`src/include/ccirb_defs.vh`:
```
// Purpose: offsets, reset values and timing counts of the common config bank
// Assumes: byte-wide host bus, big-endian multi-byte registers
// Notes: definitions only
`ifndef CCIRB_DEFS_VH
`define CCIRB_DEFS_VH

`define CCIRB_OFS_CAUSE 8'h15
`define CCIRB_OFS_ENABLE 8'h16
`define CCIRB_OFS_PERIOD_HI 8'h17
`define CCIRB_OFS_PERIOD_LO 8'h18
`define CCIRB_OFS_LIMIT 8'h19
`define CCIRB_OFS_RXSIZE 8'h1a
`define CCIRB_OFS_TXSIZE 8'h1b
`define CCIRB_OFS_AUTH_HI 8'h1c
`define CCIRB_OFS_AUTH_LO 8'h1d
`define CCIRB_OFS_ECHO 8'h28
`define CCIRB_OFS_MAGIC 8'h29
`define CCIRB_OFS_ADDR0 8'h2a
`define CCIRB_OFS_ADDR1 8'h2b
`define CCIRB_OFS_ADDR2 8'h2c
`define CCIRB_OFS_ADDR3 8'h2d
`define CCIRB_OFS_PORT_HI 8'h2e
`define CCIRB_OFS_PORT_LO 8'h2f

`define CCIRB_RST_ENABLE 8'h00
`define CCIRB_RST_PERIOD 16'h07d0
`define CCIRB_RST_LIMIT 8'h08
`define CCIRB_RST_SIZES 8'h55
`define CCIRB_RST_AUTH 16'h0000
`define CCIRB_RST_ECHO 8'h28
`define CCIRB_RST_MAGIC 8'h00

`define CCIRB_AUTH_PAP 16'hc023
`define CCIRB_AUTH_CHAP 16'hc223

`define CCIRB_BIT_CLASH 7
`define CCIRB_BIT_NOROUTE 6
`define CCIRB_BIT_LINKCLOSE 5
`define CCIRB_BIT_RESERVED 4
`define CCIRB_ENABLE_WMASK 8'hef

`define CCIRB_CLK_HZ 25000000
`define CCIRB_TICK_US 100
`define CCIRB_TICK_CYCLES ((`CCIRB_CLK_HZ / 1000000) * `CCIRB_TICK_US)
`define CCIRB_BUF_TOTAL_KB 8

`endif

```
`src/ccirb_buf_alloc.v`:
```
// Purpose: turn four 2-bit size codes into per-socket buffer bases and sizes
// Assumes: codes 0..3 mean 1, 2, 4, 8 KB; space handed out from socket 0 up
// Notes: a socket that does not fit gets size zero and its unusable flag
`timescale 1ns/1ns
`include "ccirb_defs.vh"
module ccirb_buf_alloc #(
    parameter TOTAL_KB = `CCIRB_BUF_TOTAL_KB
)(
    // size codes
    input wire [7:0] size_codes,
    // allocation
    output wire [19:0] base_kb,
    output wire [19:0] size_kb,
    output wire [3:0] unusable
);
    wire [5:0] run [0:4];
    assign run[0] = 6'h00;
    genvar i;
    generate
        for (i = 0; i < 4; i = i + 1)
        begin : g_sock
            wire [4:0] want;
            wire fits;
            assign want = 5'h01 << size_codes[2*i+1:2*i];
            assign fits = ({1'b0, run[i]} + {2'b00, want}) <= TOTAL_KB;
            assign run[i+1] = fits ? run[i] + {1'b0, want} : run[i];
            assign base_kb[5*i+4:5*i] = run[i][4:0];
            assign size_kb[5*i+4:5*i] = fits ? want : 5'h00;
            assign unusable[i] = ~fits;
        end
    endgenerate
endmodule // ccirb_buf_alloc

```
`src/ccirb_retry_timer.v`:
```
// Purpose: per-socket retransmission deadline and retry counting
// Assumes: engine pulses start on a command needing an answer, ack on answer
// Notes: one shared 100 us tick derived from clk
`timescale 1ns/1ns
`include "ccirb_defs.vh"
module ccirb_retry_timer #(
    parameter TICK_CYCLES = `CCIRB_TICK_CYCLES
)(
    // clock and reset
    input wire clk,
    input wire nrst,
    // settings
    input wire [15:0] period,
    input wire [7:0] limit,
    // engine side, one bit per socket
    input wire [3:0] start,
    input wire [3:0] ack,
    output wire [3:0] resend,
    output wire [3:0] timeout
);
    reg [15:0] pre_q;
    wire tick;
    assign tick = (pre_q == TICK_CYCLES - 1);
    always @(posedge clk or negedge nrst)
    begin
        if (!nrst)
            pre_q <= 16'h0000;
        else if (tick)
            pre_q <= 16'h0000;
        else
            pre_q <= pre_q + 16'h0001;
    end
    genvar i;
    generate
        for (i = 0; i < 4; i = i + 1)
        begin : g_sock
            reg busy_q;
            reg [15:0] cnt_q;
            reg [8:0] tries_q;
            reg resend_q;
            reg timeout_q;
            wire expire;
            assign expire = busy_q && tick && (cnt_q + 16'h0001 >= period);
            always @(posedge clk or negedge nrst)
            begin
                if (!nrst)
                begin
                    busy_q <= 1'b0;
                    cnt_q <= 16'h0000;
                    tries_q <= 9'h000;
                    resend_q <= 1'b0;
                    timeout_q <= 1'b0;
                end
                else
                begin
                    resend_q <= 1'b0;
                    timeout_q <= 1'b0;
                    if (start[i])
                    begin
                        busy_q <= 1'b1;
                        cnt_q <= 16'h0000;
                        tries_q <= 9'h000;
                    end
                    else if (ack[i])
                        busy_q <= 1'b0;
                    else if (expire)
                    begin
                        cnt_q <= 16'h0000;
                        if (tries_q >= {1'b0, limit})
                        begin
                            busy_q <= 1'b0;
                            timeout_q <= 1'b1;
                        end
                        else
                        begin
                            tries_q <= tries_q + 9'h001;
                            resend_q <= 1'b1;
                        end
                    end
                    else if (busy_q && tick)
                        cnt_q <= cnt_q + 16'h0001;
                end
            end
            assign resend[i] = resend_q;
            assign timeout[i] = timeout_q;
        end
    endgenerate
endmodule // ccirb_retry_timer

```
`src/ccirb_regs.v`:
```
// Purpose: common config bank: event enable, retry, buffer sizes, link, no-route capture
// Assumes: byte host bus synchronous to clk; engine strobes on clk
// Notes: multi-byte registers are big-endian
// How it works
// - interrupt asserted when a cause bit and its enable bit are both set
// - enable bits: 7 clash, 6 no-route, 5 link close, 3..0 sockets; 4 reserved
// - retry period is 16 bits in 100 us units, resets to 2000
// - unanswered commands are resent after the retry period
// - retry limit resets to 8; exceeding it raises socket timeout flag
// - rx sizes: four 2-bit fields, socket 0 in lowest bits
// - size codes 00..11 select 1, 2, 4, 8 KB
// - space handed out from socket 0 within 8 KB; unfit sockets unusable
// - rx sizes reset to 0x55, 2 KB each
// - tx sizes same layout and allocation, reset 0x55
// - auth kind is read-only, PAP c023 or CHAP c223, resets zero
// - echo interval in about 25 ms units, resets to 0x28
// - negotiation magic value, resets to zero
// - no-route event captures address and port
// - multi-byte registers keep most significant byte at lowest address
// - interrupt stays low while any enabled cause remains set
// - clash, no-route and link close clear on write of one
// - socket cause bits clear when socket flags read zero
`timescale 1ns/1ns
`include "ccirb_defs.vh"
module ccirb_regs #(
    parameter TICK_CYCLES = `CCIRB_TICK_CYCLES,
    parameter TOTAL_KB = `CCIRB_BUF_TOTAL_KB
)(
    // clock and reset
    input wire clk,
    input wire nrst,
    // host bus
    input wire [7:0] addr,
    input wire [7:0] wdata,
    input wire wr,
    input wire rd,
    output reg [7:0] rdata,
    // interrupt pin
    output reg int_n,
    // engine events
    input wire clash_evt,
    input wire link_close_evt,
    input wire no_route_evt,
    input wire [31:0] no_route_addr_in,
    input wire [15:0] no_route_port_in,
    input wire auth_valid,
    input wire [15:0] auth_kind_in,
    input wire [3:0] socket_event_flags_nz,
    input wire [3:0] retry_start,
    input wire [3:0] retry_ack,
    // engine settings and results
    output reg [15:0] retry_period,
    output reg [7:0] echo_interval,
    output reg [7:0] negotiation_magic,
    output reg [19:0] rx_base_kb,
    output reg [19:0] rx_size_kb,
    output reg [3:0] rx_unusable,
    output reg [19:0] tx_base_kb,
    output reg [19:0] tx_size_kb,
    output reg [3:0] tx_unusable,
    output reg [3:0] retry_resend,
    output reg [3:0] retry_timeout
);
    reg [7:0] event_enable_q;
    reg [15:0] retry_period_q;
    reg [7:0] retry_limit_q;
    reg [7:0] rx_buffer_sizes_q;
    reg [7:0] tx_buffer_sizes_q;
    reg [15:0] link_auth_kind_q;
    reg [7:0] echo_interval_q;
    reg [7:0] negotiation_magic_q;
    reg [31:0] no_route_address_q;
    reg [15:0] no_route_port_number_q;
    reg [7:0] event_cause_flags_q;
    reg [7:0] rdata_d;
    wire [19:0] rx_base_w;
    wire [19:0] rx_size_w;
    wire [3:0] rx_unusable_w;
    wire [19:0] tx_base_w;
    wire [19:0] tx_size_w;
    wire [3:0] tx_unusable_w;
    wire [3:0] resend_w;
    wire [3:0] timeout_w;
    wire wr_cause;
    wire [7:0] cause_d;

    // write-one-to-clear for the three global causes, set wins over clear
    assign wr_cause = wr && (addr == `CCIRB_OFS_CAUSE);
    assign cause_d[`CCIRB_BIT_CLASH] = clash_evt ||
        (event_cause_flags_q[`CCIRB_BIT_CLASH] && !(wr_cause && wdata[`CCIRB_BIT_CLASH]));
    assign cause_d[`CCIRB_BIT_NOROUTE] = no_route_evt ||
        (event_cause_flags_q[`CCIRB_BIT_NOROUTE] &&
        !(wr_cause && wdata[`CCIRB_BIT_NOROUTE]));
    assign cause_d[`CCIRB_BIT_LINKCLOSE] = link_close_evt ||
        (event_cause_flags_q[`CCIRB_BIT_LINKCLOSE] &&
        !(wr_cause && wdata[`CCIRB_BIT_LINKCLOSE]));
    assign cause_d[`CCIRB_BIT_RESERVED] = 1'b0;
    assign cause_d[3:0] = socket_event_flags_nz;

    always @(posedge clk or negedge nrst)
    begin
        if (!nrst)
        begin
            event_enable_q <= `CCIRB_RST_ENABLE;
            retry_period_q <= `CCIRB_RST_PERIOD;
            retry_limit_q <= `CCIRB_RST_LIMIT;
            rx_buffer_sizes_q <= `CCIRB_RST_SIZES;
            tx_buffer_sizes_q <= `CCIRB_RST_SIZES;
            link_auth_kind_q <= `CCIRB_RST_AUTH;
            echo_interval_q <= `CCIRB_RST_ECHO;
            negotiation_magic_q <= `CCIRB_RST_MAGIC;
            no_route_address_q <= 32'h00000000;
            no_route_port_number_q <= 16'h0000;
            event_cause_flags_q <= 8'h00;
        end
        else
        begin
            event_cause_flags_q <= cause_d;
            if (auth_valid)
                link_auth_kind_q <= auth_kind_in;
            if (no_route_evt)
            begin
                no_route_address_q <= no_route_addr_in;
                no_route_port_number_q <= no_route_port_in;
            end
            if (wr)
            begin
                case (addr)
                    `CCIRB_OFS_ENABLE: event_enable_q <= wdata & `CCIRB_ENABLE_WMASK;
                    `CCIRB_OFS_PERIOD_HI: retry_period_q[15:8] <= wdata;
                    `CCIRB_OFS_PERIOD_LO: retry_period_q[7:0] <= wdata;
                    `CCIRB_OFS_LIMIT: retry_limit_q <= wdata;
                    `CCIRB_OFS_RXSIZE: rx_buffer_sizes_q <= wdata;
                    `CCIRB_OFS_TXSIZE: tx_buffer_sizes_q <= wdata;
                    `CCIRB_OFS_ECHO: echo_interval_q <= wdata;
                    `CCIRB_OFS_MAGIC: negotiation_magic_q <= wdata;
                    default: ;
                endcase
            end
        end
    end

    // big-endian read mux
    always @*
    begin
        case (addr)
            `CCIRB_OFS_CAUSE: rdata_d = event_cause_flags_q;
            `CCIRB_OFS_ENABLE: rdata_d = event_enable_q;
            `CCIRB_OFS_PERIOD_HI: rdata_d = retry_period_q[15:8];
            `CCIRB_OFS_PERIOD_LO: rdata_d = retry_period_q[7:0];
            `CCIRB_OFS_LIMIT: rdata_d = retry_limit_q;
            `CCIRB_OFS_RXSIZE: rdata_d = rx_buffer_sizes_q;
            `CCIRB_OFS_TXSIZE: rdata_d = tx_buffer_sizes_q;
            `CCIRB_OFS_AUTH_HI: rdata_d = link_auth_kind_q[15:8];
            `CCIRB_OFS_AUTH_LO: rdata_d = link_auth_kind_q[7:0];
            `CCIRB_OFS_ECHO: rdata_d = echo_interval_q;
            `CCIRB_OFS_MAGIC: rdata_d = negotiation_magic_q;
            `CCIRB_OFS_ADDR0: rdata_d = no_route_address_q[31:24];
            `CCIRB_OFS_ADDR1: rdata_d = no_route_address_q[23:16];
            `CCIRB_OFS_ADDR2: rdata_d = no_route_address_q[15:8];
            `CCIRB_OFS_ADDR3: rdata_d = no_route_address_q[7:0];
            `CCIRB_OFS_PORT_HI: rdata_d = no_route_port_number_q[15:8];
            `CCIRB_OFS_PORT_LO: rdata_d = no_route_port_number_q[7:0];
            default: rdata_d = 8'h00;
        endcase
    end

    ccirb_buf_alloc #(
        .TOTAL_KB(TOTAL_KB)
    ) u_rx_alloc (
        .size_codes(rx_buffer_sizes_q),
        .base_kb(rx_base_w),
        .size_kb(rx_size_w),
        .unusable(rx_unusable_w)
    );

    ccirb_buf_alloc #(
        .TOTAL_KB(TOTAL_KB)
    ) u_tx_alloc (
        .size_codes(tx_buffer_sizes_q),
        .base_kb(tx_base_w),
        .size_kb(tx_size_w),
        .unusable(tx_unusable_w)
    );

    ccirb_retry_timer #(
        .TICK_CYCLES(TICK_CYCLES)
    ) u_retry (
        .clk(clk),
        .nrst(nrst),
        .period(retry_period_q),
        .limit(retry_limit_q),
        .start(retry_start),
        .ack(retry_ack),
        .resend(resend_w),
        .timeout(timeout_w)
    );

    // registered outputs
    always @(posedge clk or negedge nrst)
    begin
        if (!nrst)
        begin
            rdata <= 8'h00;
            int_n <= 1'b1;
            retry_period <= `CCIRB_RST_PERIOD;
            echo_interval <= `CCIRB_RST_ECHO;
            negotiation_magic <= `CCIRB_RST_MAGIC;
            rx_base_kb <= 20'h00000;
            rx_size_kb <= 20'h00000;
            rx_unusable <= 4'h0;
            tx_base_kb <= 20'h00000;
            tx_size_kb <= 20'h00000;
            tx_unusable <= 4'h0;
            retry_resend <= 4'h0;
            retry_timeout <= 4'h0;
        end
        else
        begin
            if (rd)
                rdata <= rdata_d;
            int_n <= ~|(event_cause_flags_q & event_enable_q);
            retry_period <= retry_period_q;
            echo_interval <= echo_interval_q;
            negotiation_magic <= negotiation_magic_q;
            rx_base_kb <= rx_base_w;
            rx_size_kb <= rx_size_w;
            rx_unusable <= rx_unusable_w;
            tx_base_kb <= tx_base_w;
            tx_size_kb <= tx_size_w;
            tx_unusable <= tx_unusable_w;
            retry_resend <= resend_w;
            retry_timeout <= timeout_w;
        end
    end
endmodule // ccirb_regs

```
`config.mk`:
```
export PLATFORM = sky130hd
export DESIGN_NAME = ccirb_regs
export DESIGN_NICKNAME = d
export VERILOG_FILES = /design/src/ccirb_buf_alloc.v /design/src/ccirb_retry_timer.v /design/src/ccirb_regs.v
export VERILOG_INCLUDE_DIRS = /design/src /design/src/include
export SDC_FILE = /design/constraint.sdc
export NUM_CORES = 1
export LEC_CHECK = 0
export BUFFER_PORTS_ARGS = -buffer_cell sky130_fd_sc_hd__buf_2
export CELL_PAD_IN_SITES_DETAIL_PLACEMENT = 0
export CELL_PAD_IN_SITES_GLOBAL_PLACEMENT = 1
export CORE_MARGIN = 2
export CORE_UTILIZATION = 51
export DETAILED_ROUTE_END_ITERATION = 6
export GPL_TIMING_DRIVEN = 1
export PLACE_DENSITY_LB_ADDON = 0.1
export SKIP_LAST_GASP = 1
export SYNTH_ARGS = -nofsm -noshare
export SYNTH_HDL_FRONTEND = slang
export SYNTH_SLANG_ARGS = --single-unit
```
`constraint.sdc`:
```
create_clock -name clk -period 11.5 [get_ports clk]
set_input_delay 0.575 -clock clk [delete_from_list [all_inputs] [get_ports clk]]
set_output_delay 0.575 -clock clk [all_outputs]
set_load 0.005 [all_outputs]
```
==> reports/results.txt <==
GRT Util Overall: 0.258
total power: 3.23 mW
Mapped Cells: 1,798
port bufs: 216
initial antenna violation count: 2
PD cells: 143 mW/mm^2
placed instance area: 0.0212 mm^2
setup TNS: 0 ps
Synth-to-Final Area Change: 14.4%
Slew Limit Fails: 0
DRC viols: 0
num rows: 72
Mean Syn Cell Area: 11.0 um^2
Worst slew margin: 0.263
first-pass GRT wire length: 82,200 um
H-tree depth: 2
Vias: 14,900
clk root buf: clkbuf_16
Core Area: 0.0385 mm^2
final core utilization: 0.588
diode count: 0
dpl ws: 5440 ps
worst-skew pair later-pin latency: 580 ps
Most used DFF post-synth: dfrtp_1
ratio of final minimum period to clock period: 0.539
total placed cells including tap cells: 2,470
final count of hold timing violations: 0
fillers: 3,319
initial core utilization: 0.514
YS warnings: 0
actual slew at the worst max-slew pin: 1100 ps
RSZ-0062 raised after global routing: false
Top Ports: 237
FFs w/ async S/R, synth: 1.00
layout cells sized above 1: 0.249
DIE AREA: 0.0403 mm^2
clk buf depth: 3
cts-stage hold buffer count: 0
vias in the first global route: 14,700
Initial DRC Count: 994
Critical Path AT: 6660 ps
hold crit path type: input pin to async pin
setup ws final: 5300 ps
Yosys top cell area share: 0.437
fin crit period: 6200 ps
first-pass detailed-route iteration total: 6
post-cts resize count: 0
WL/cell: 20.2 um
status: complete, no violations
WHS: 49.9 ps
Final Non-Filler Cells: 2,548
flop and latch count out of synthesis: 371
leak pwr: 10.8 nW
worst vdd ir: 0.112 mV
Num CTS Buffers: 42
Worst Path Required: 11,960 ps
sequential area share after synthesis: 0.471
Max-cap violations: 0
crit start category: register
Synth area leaders: dfrtp_1 44%, mux2_2 8.6%, ha_1 8.1%, dfstp_2 3.5%, xnor2_1 2.5%
Setup CP Type: register to register
maximum clock rate: 161 MHz
CTS tree: built
clk slew on worst S/H paths: 60 ps
post-synth cell types: 91
die height: 201 um
Design Area, Final: 0.0226 mm^2
dominant cell type by area after synthesis: dfrtp_1
Routed Wire Length: 51,500 um
Crit Path Max Fanout: 11
Finish-stage setup viols: 0
critical path capture point type: register
CTS Sinks: 371
Routed Antenna Nets: 0
Post-DP HPWL: 37,100 um
gr ovfl total: 0
largest net degree at the start of global routing: 120
drt via density: 5.84
Post-Synthesis Cell Area: 0.0198 mm^2
Post-CTS Setup Bufs: 0
R2R depth: 20
number of nets in the layout: 2,229
Post-synth EDFFs: 0
Die X-Extent: 201 um
clk_skew: 19.5 ps
routability congestion estimate: 0.866
==> cells in the final DEF (no fill, tap or decap), drive strengths merged, types with 27 or more instances in the layout <==
cell type and n:
a21o 41, a21oi 60, a22oi 34, and3 27, buf 225, clkbuf 63
dfrtp 345, ha 128, inv 67, mux2 151, nand2 89, nand3 73
nand4 30, nor2 105, nor2b 44, nor3 30, o21ai 61, xnor2 57
xor2 29
==> cells by family (layout without fill, tap and decap cells) <==
logic type / Yosys count / count (layout) / synth area share
multiplexers: 166 / 166 / 0.0936
other: 1 / 26 / 0.000190
XOR/XNOR: 87 / 87 / 0.0396
AO/OA/AOI/OAI: 365 / 365 / 0.132
AND/OR/NAND/NOR: 511 / 511 / 0.137
adder cells (fa/ha/maj): 136 / 136 / 0.0877
flip-flops: 371 / 371 / 0.471
buffers and inverters: 161 / 368 / 0.0379
==> Yosys cell counts (41+ instances only) <==
master	n
nand2_1	89
a21o_1	41
o21ai_0	52
inv_1	64
xnor2_1	56
a21oi_1	59
ha_1	128
nor2_1	105
clkbuf_1	44
dfrtp_1	345
nand3_1	73
nor2b_1	44
mux2_2	151
==> worst max-delay path, cell delays in order, from the launching register on <==
cell       delay, ps
dfstp_2          580
nor2b_1          340
xor2_1           120
ha_1             280
maj3_2           340
a2111oi_1        410
a22oi_1          310
a22o_1           300
ha_1             230
fa_1             440
nand2_1          100
nor2_1            40
o21ai_0          250
nor2b_1          550
mux2_2           430
ha_1             230
fa_1             410
a21o_1           200
a21oi_1          140
o21ai_1          160
nor3b_1          250
==> path summary, 6_finish.rpt <==
check                                                start                     endpoint  slack, ps
worst max-delay path                  tx_buffer_sizes_q[0]               tx_size_kb[17]       5300
worst min-delay path                                  nrst                rx_size_kb[0]         50
worst max register to register        tx_buffer_sizes_q[0]               tx_size_kb[17]       5300
worst min register to register  u_retry.g_sock[0].resend_q              retry_resend[0]        350
max in group asynchronous                             nrst  u_retry.g_sock[3].cnt_q[13]       9260
min in group clk                  socket_event_flags_nz[0]       event_cause_flags_q[0]        120
==> state kept, by name, indices dropped and copies added (netlist names), 16 cells and up <==
name and flops:
u_retry.g_sock.cnt_q 64, u_retry.g_sock.tries_q 36, no_route_address_q 32, link_auth_kind_q 16
no_route_port_number_q 16, retry_period 16, retry_period_q 16, rx_size_kb 16
tx_size_kb 16, u_retry.pre_q 16
==> layer usage <==
metal / part of all wire / routed length (um) / track usage
met5: 0 / 0 / 0
met4: 0.030 / 1530 / 0.0881
met3: 0.063 / 3220 / 0.0463
met2: 0.45 / 23100 / 0.397
met1: 0.46 / 23600 / 0.369
==> report_power, final <==
group          switching, mW  leakage, nW  internal [mW]  total, mW
logic                  0.243         5.26          0.166      0.409
registers             0.0426         4.79           1.38       1.42
clock network          0.552        0.720          0.845       1.40
==> layout make-up <==
cell class | count | area (um^2) | share of cell area
timing repair buffer | 225 | 1160 | 0.0512
clock inverter | 15 | 194 | 0.00858
sequential | 371 | 9320 | 0.412
inverter | 65 | 244 | 0.0108
tap | 518 | 648 | 0.0287
clock buffer | 63 | 1250 | 0.0553
multi-input combinational | 1291 | 9800 | 0.433
No activity file was read; power rests on OpenSTA's default activity.
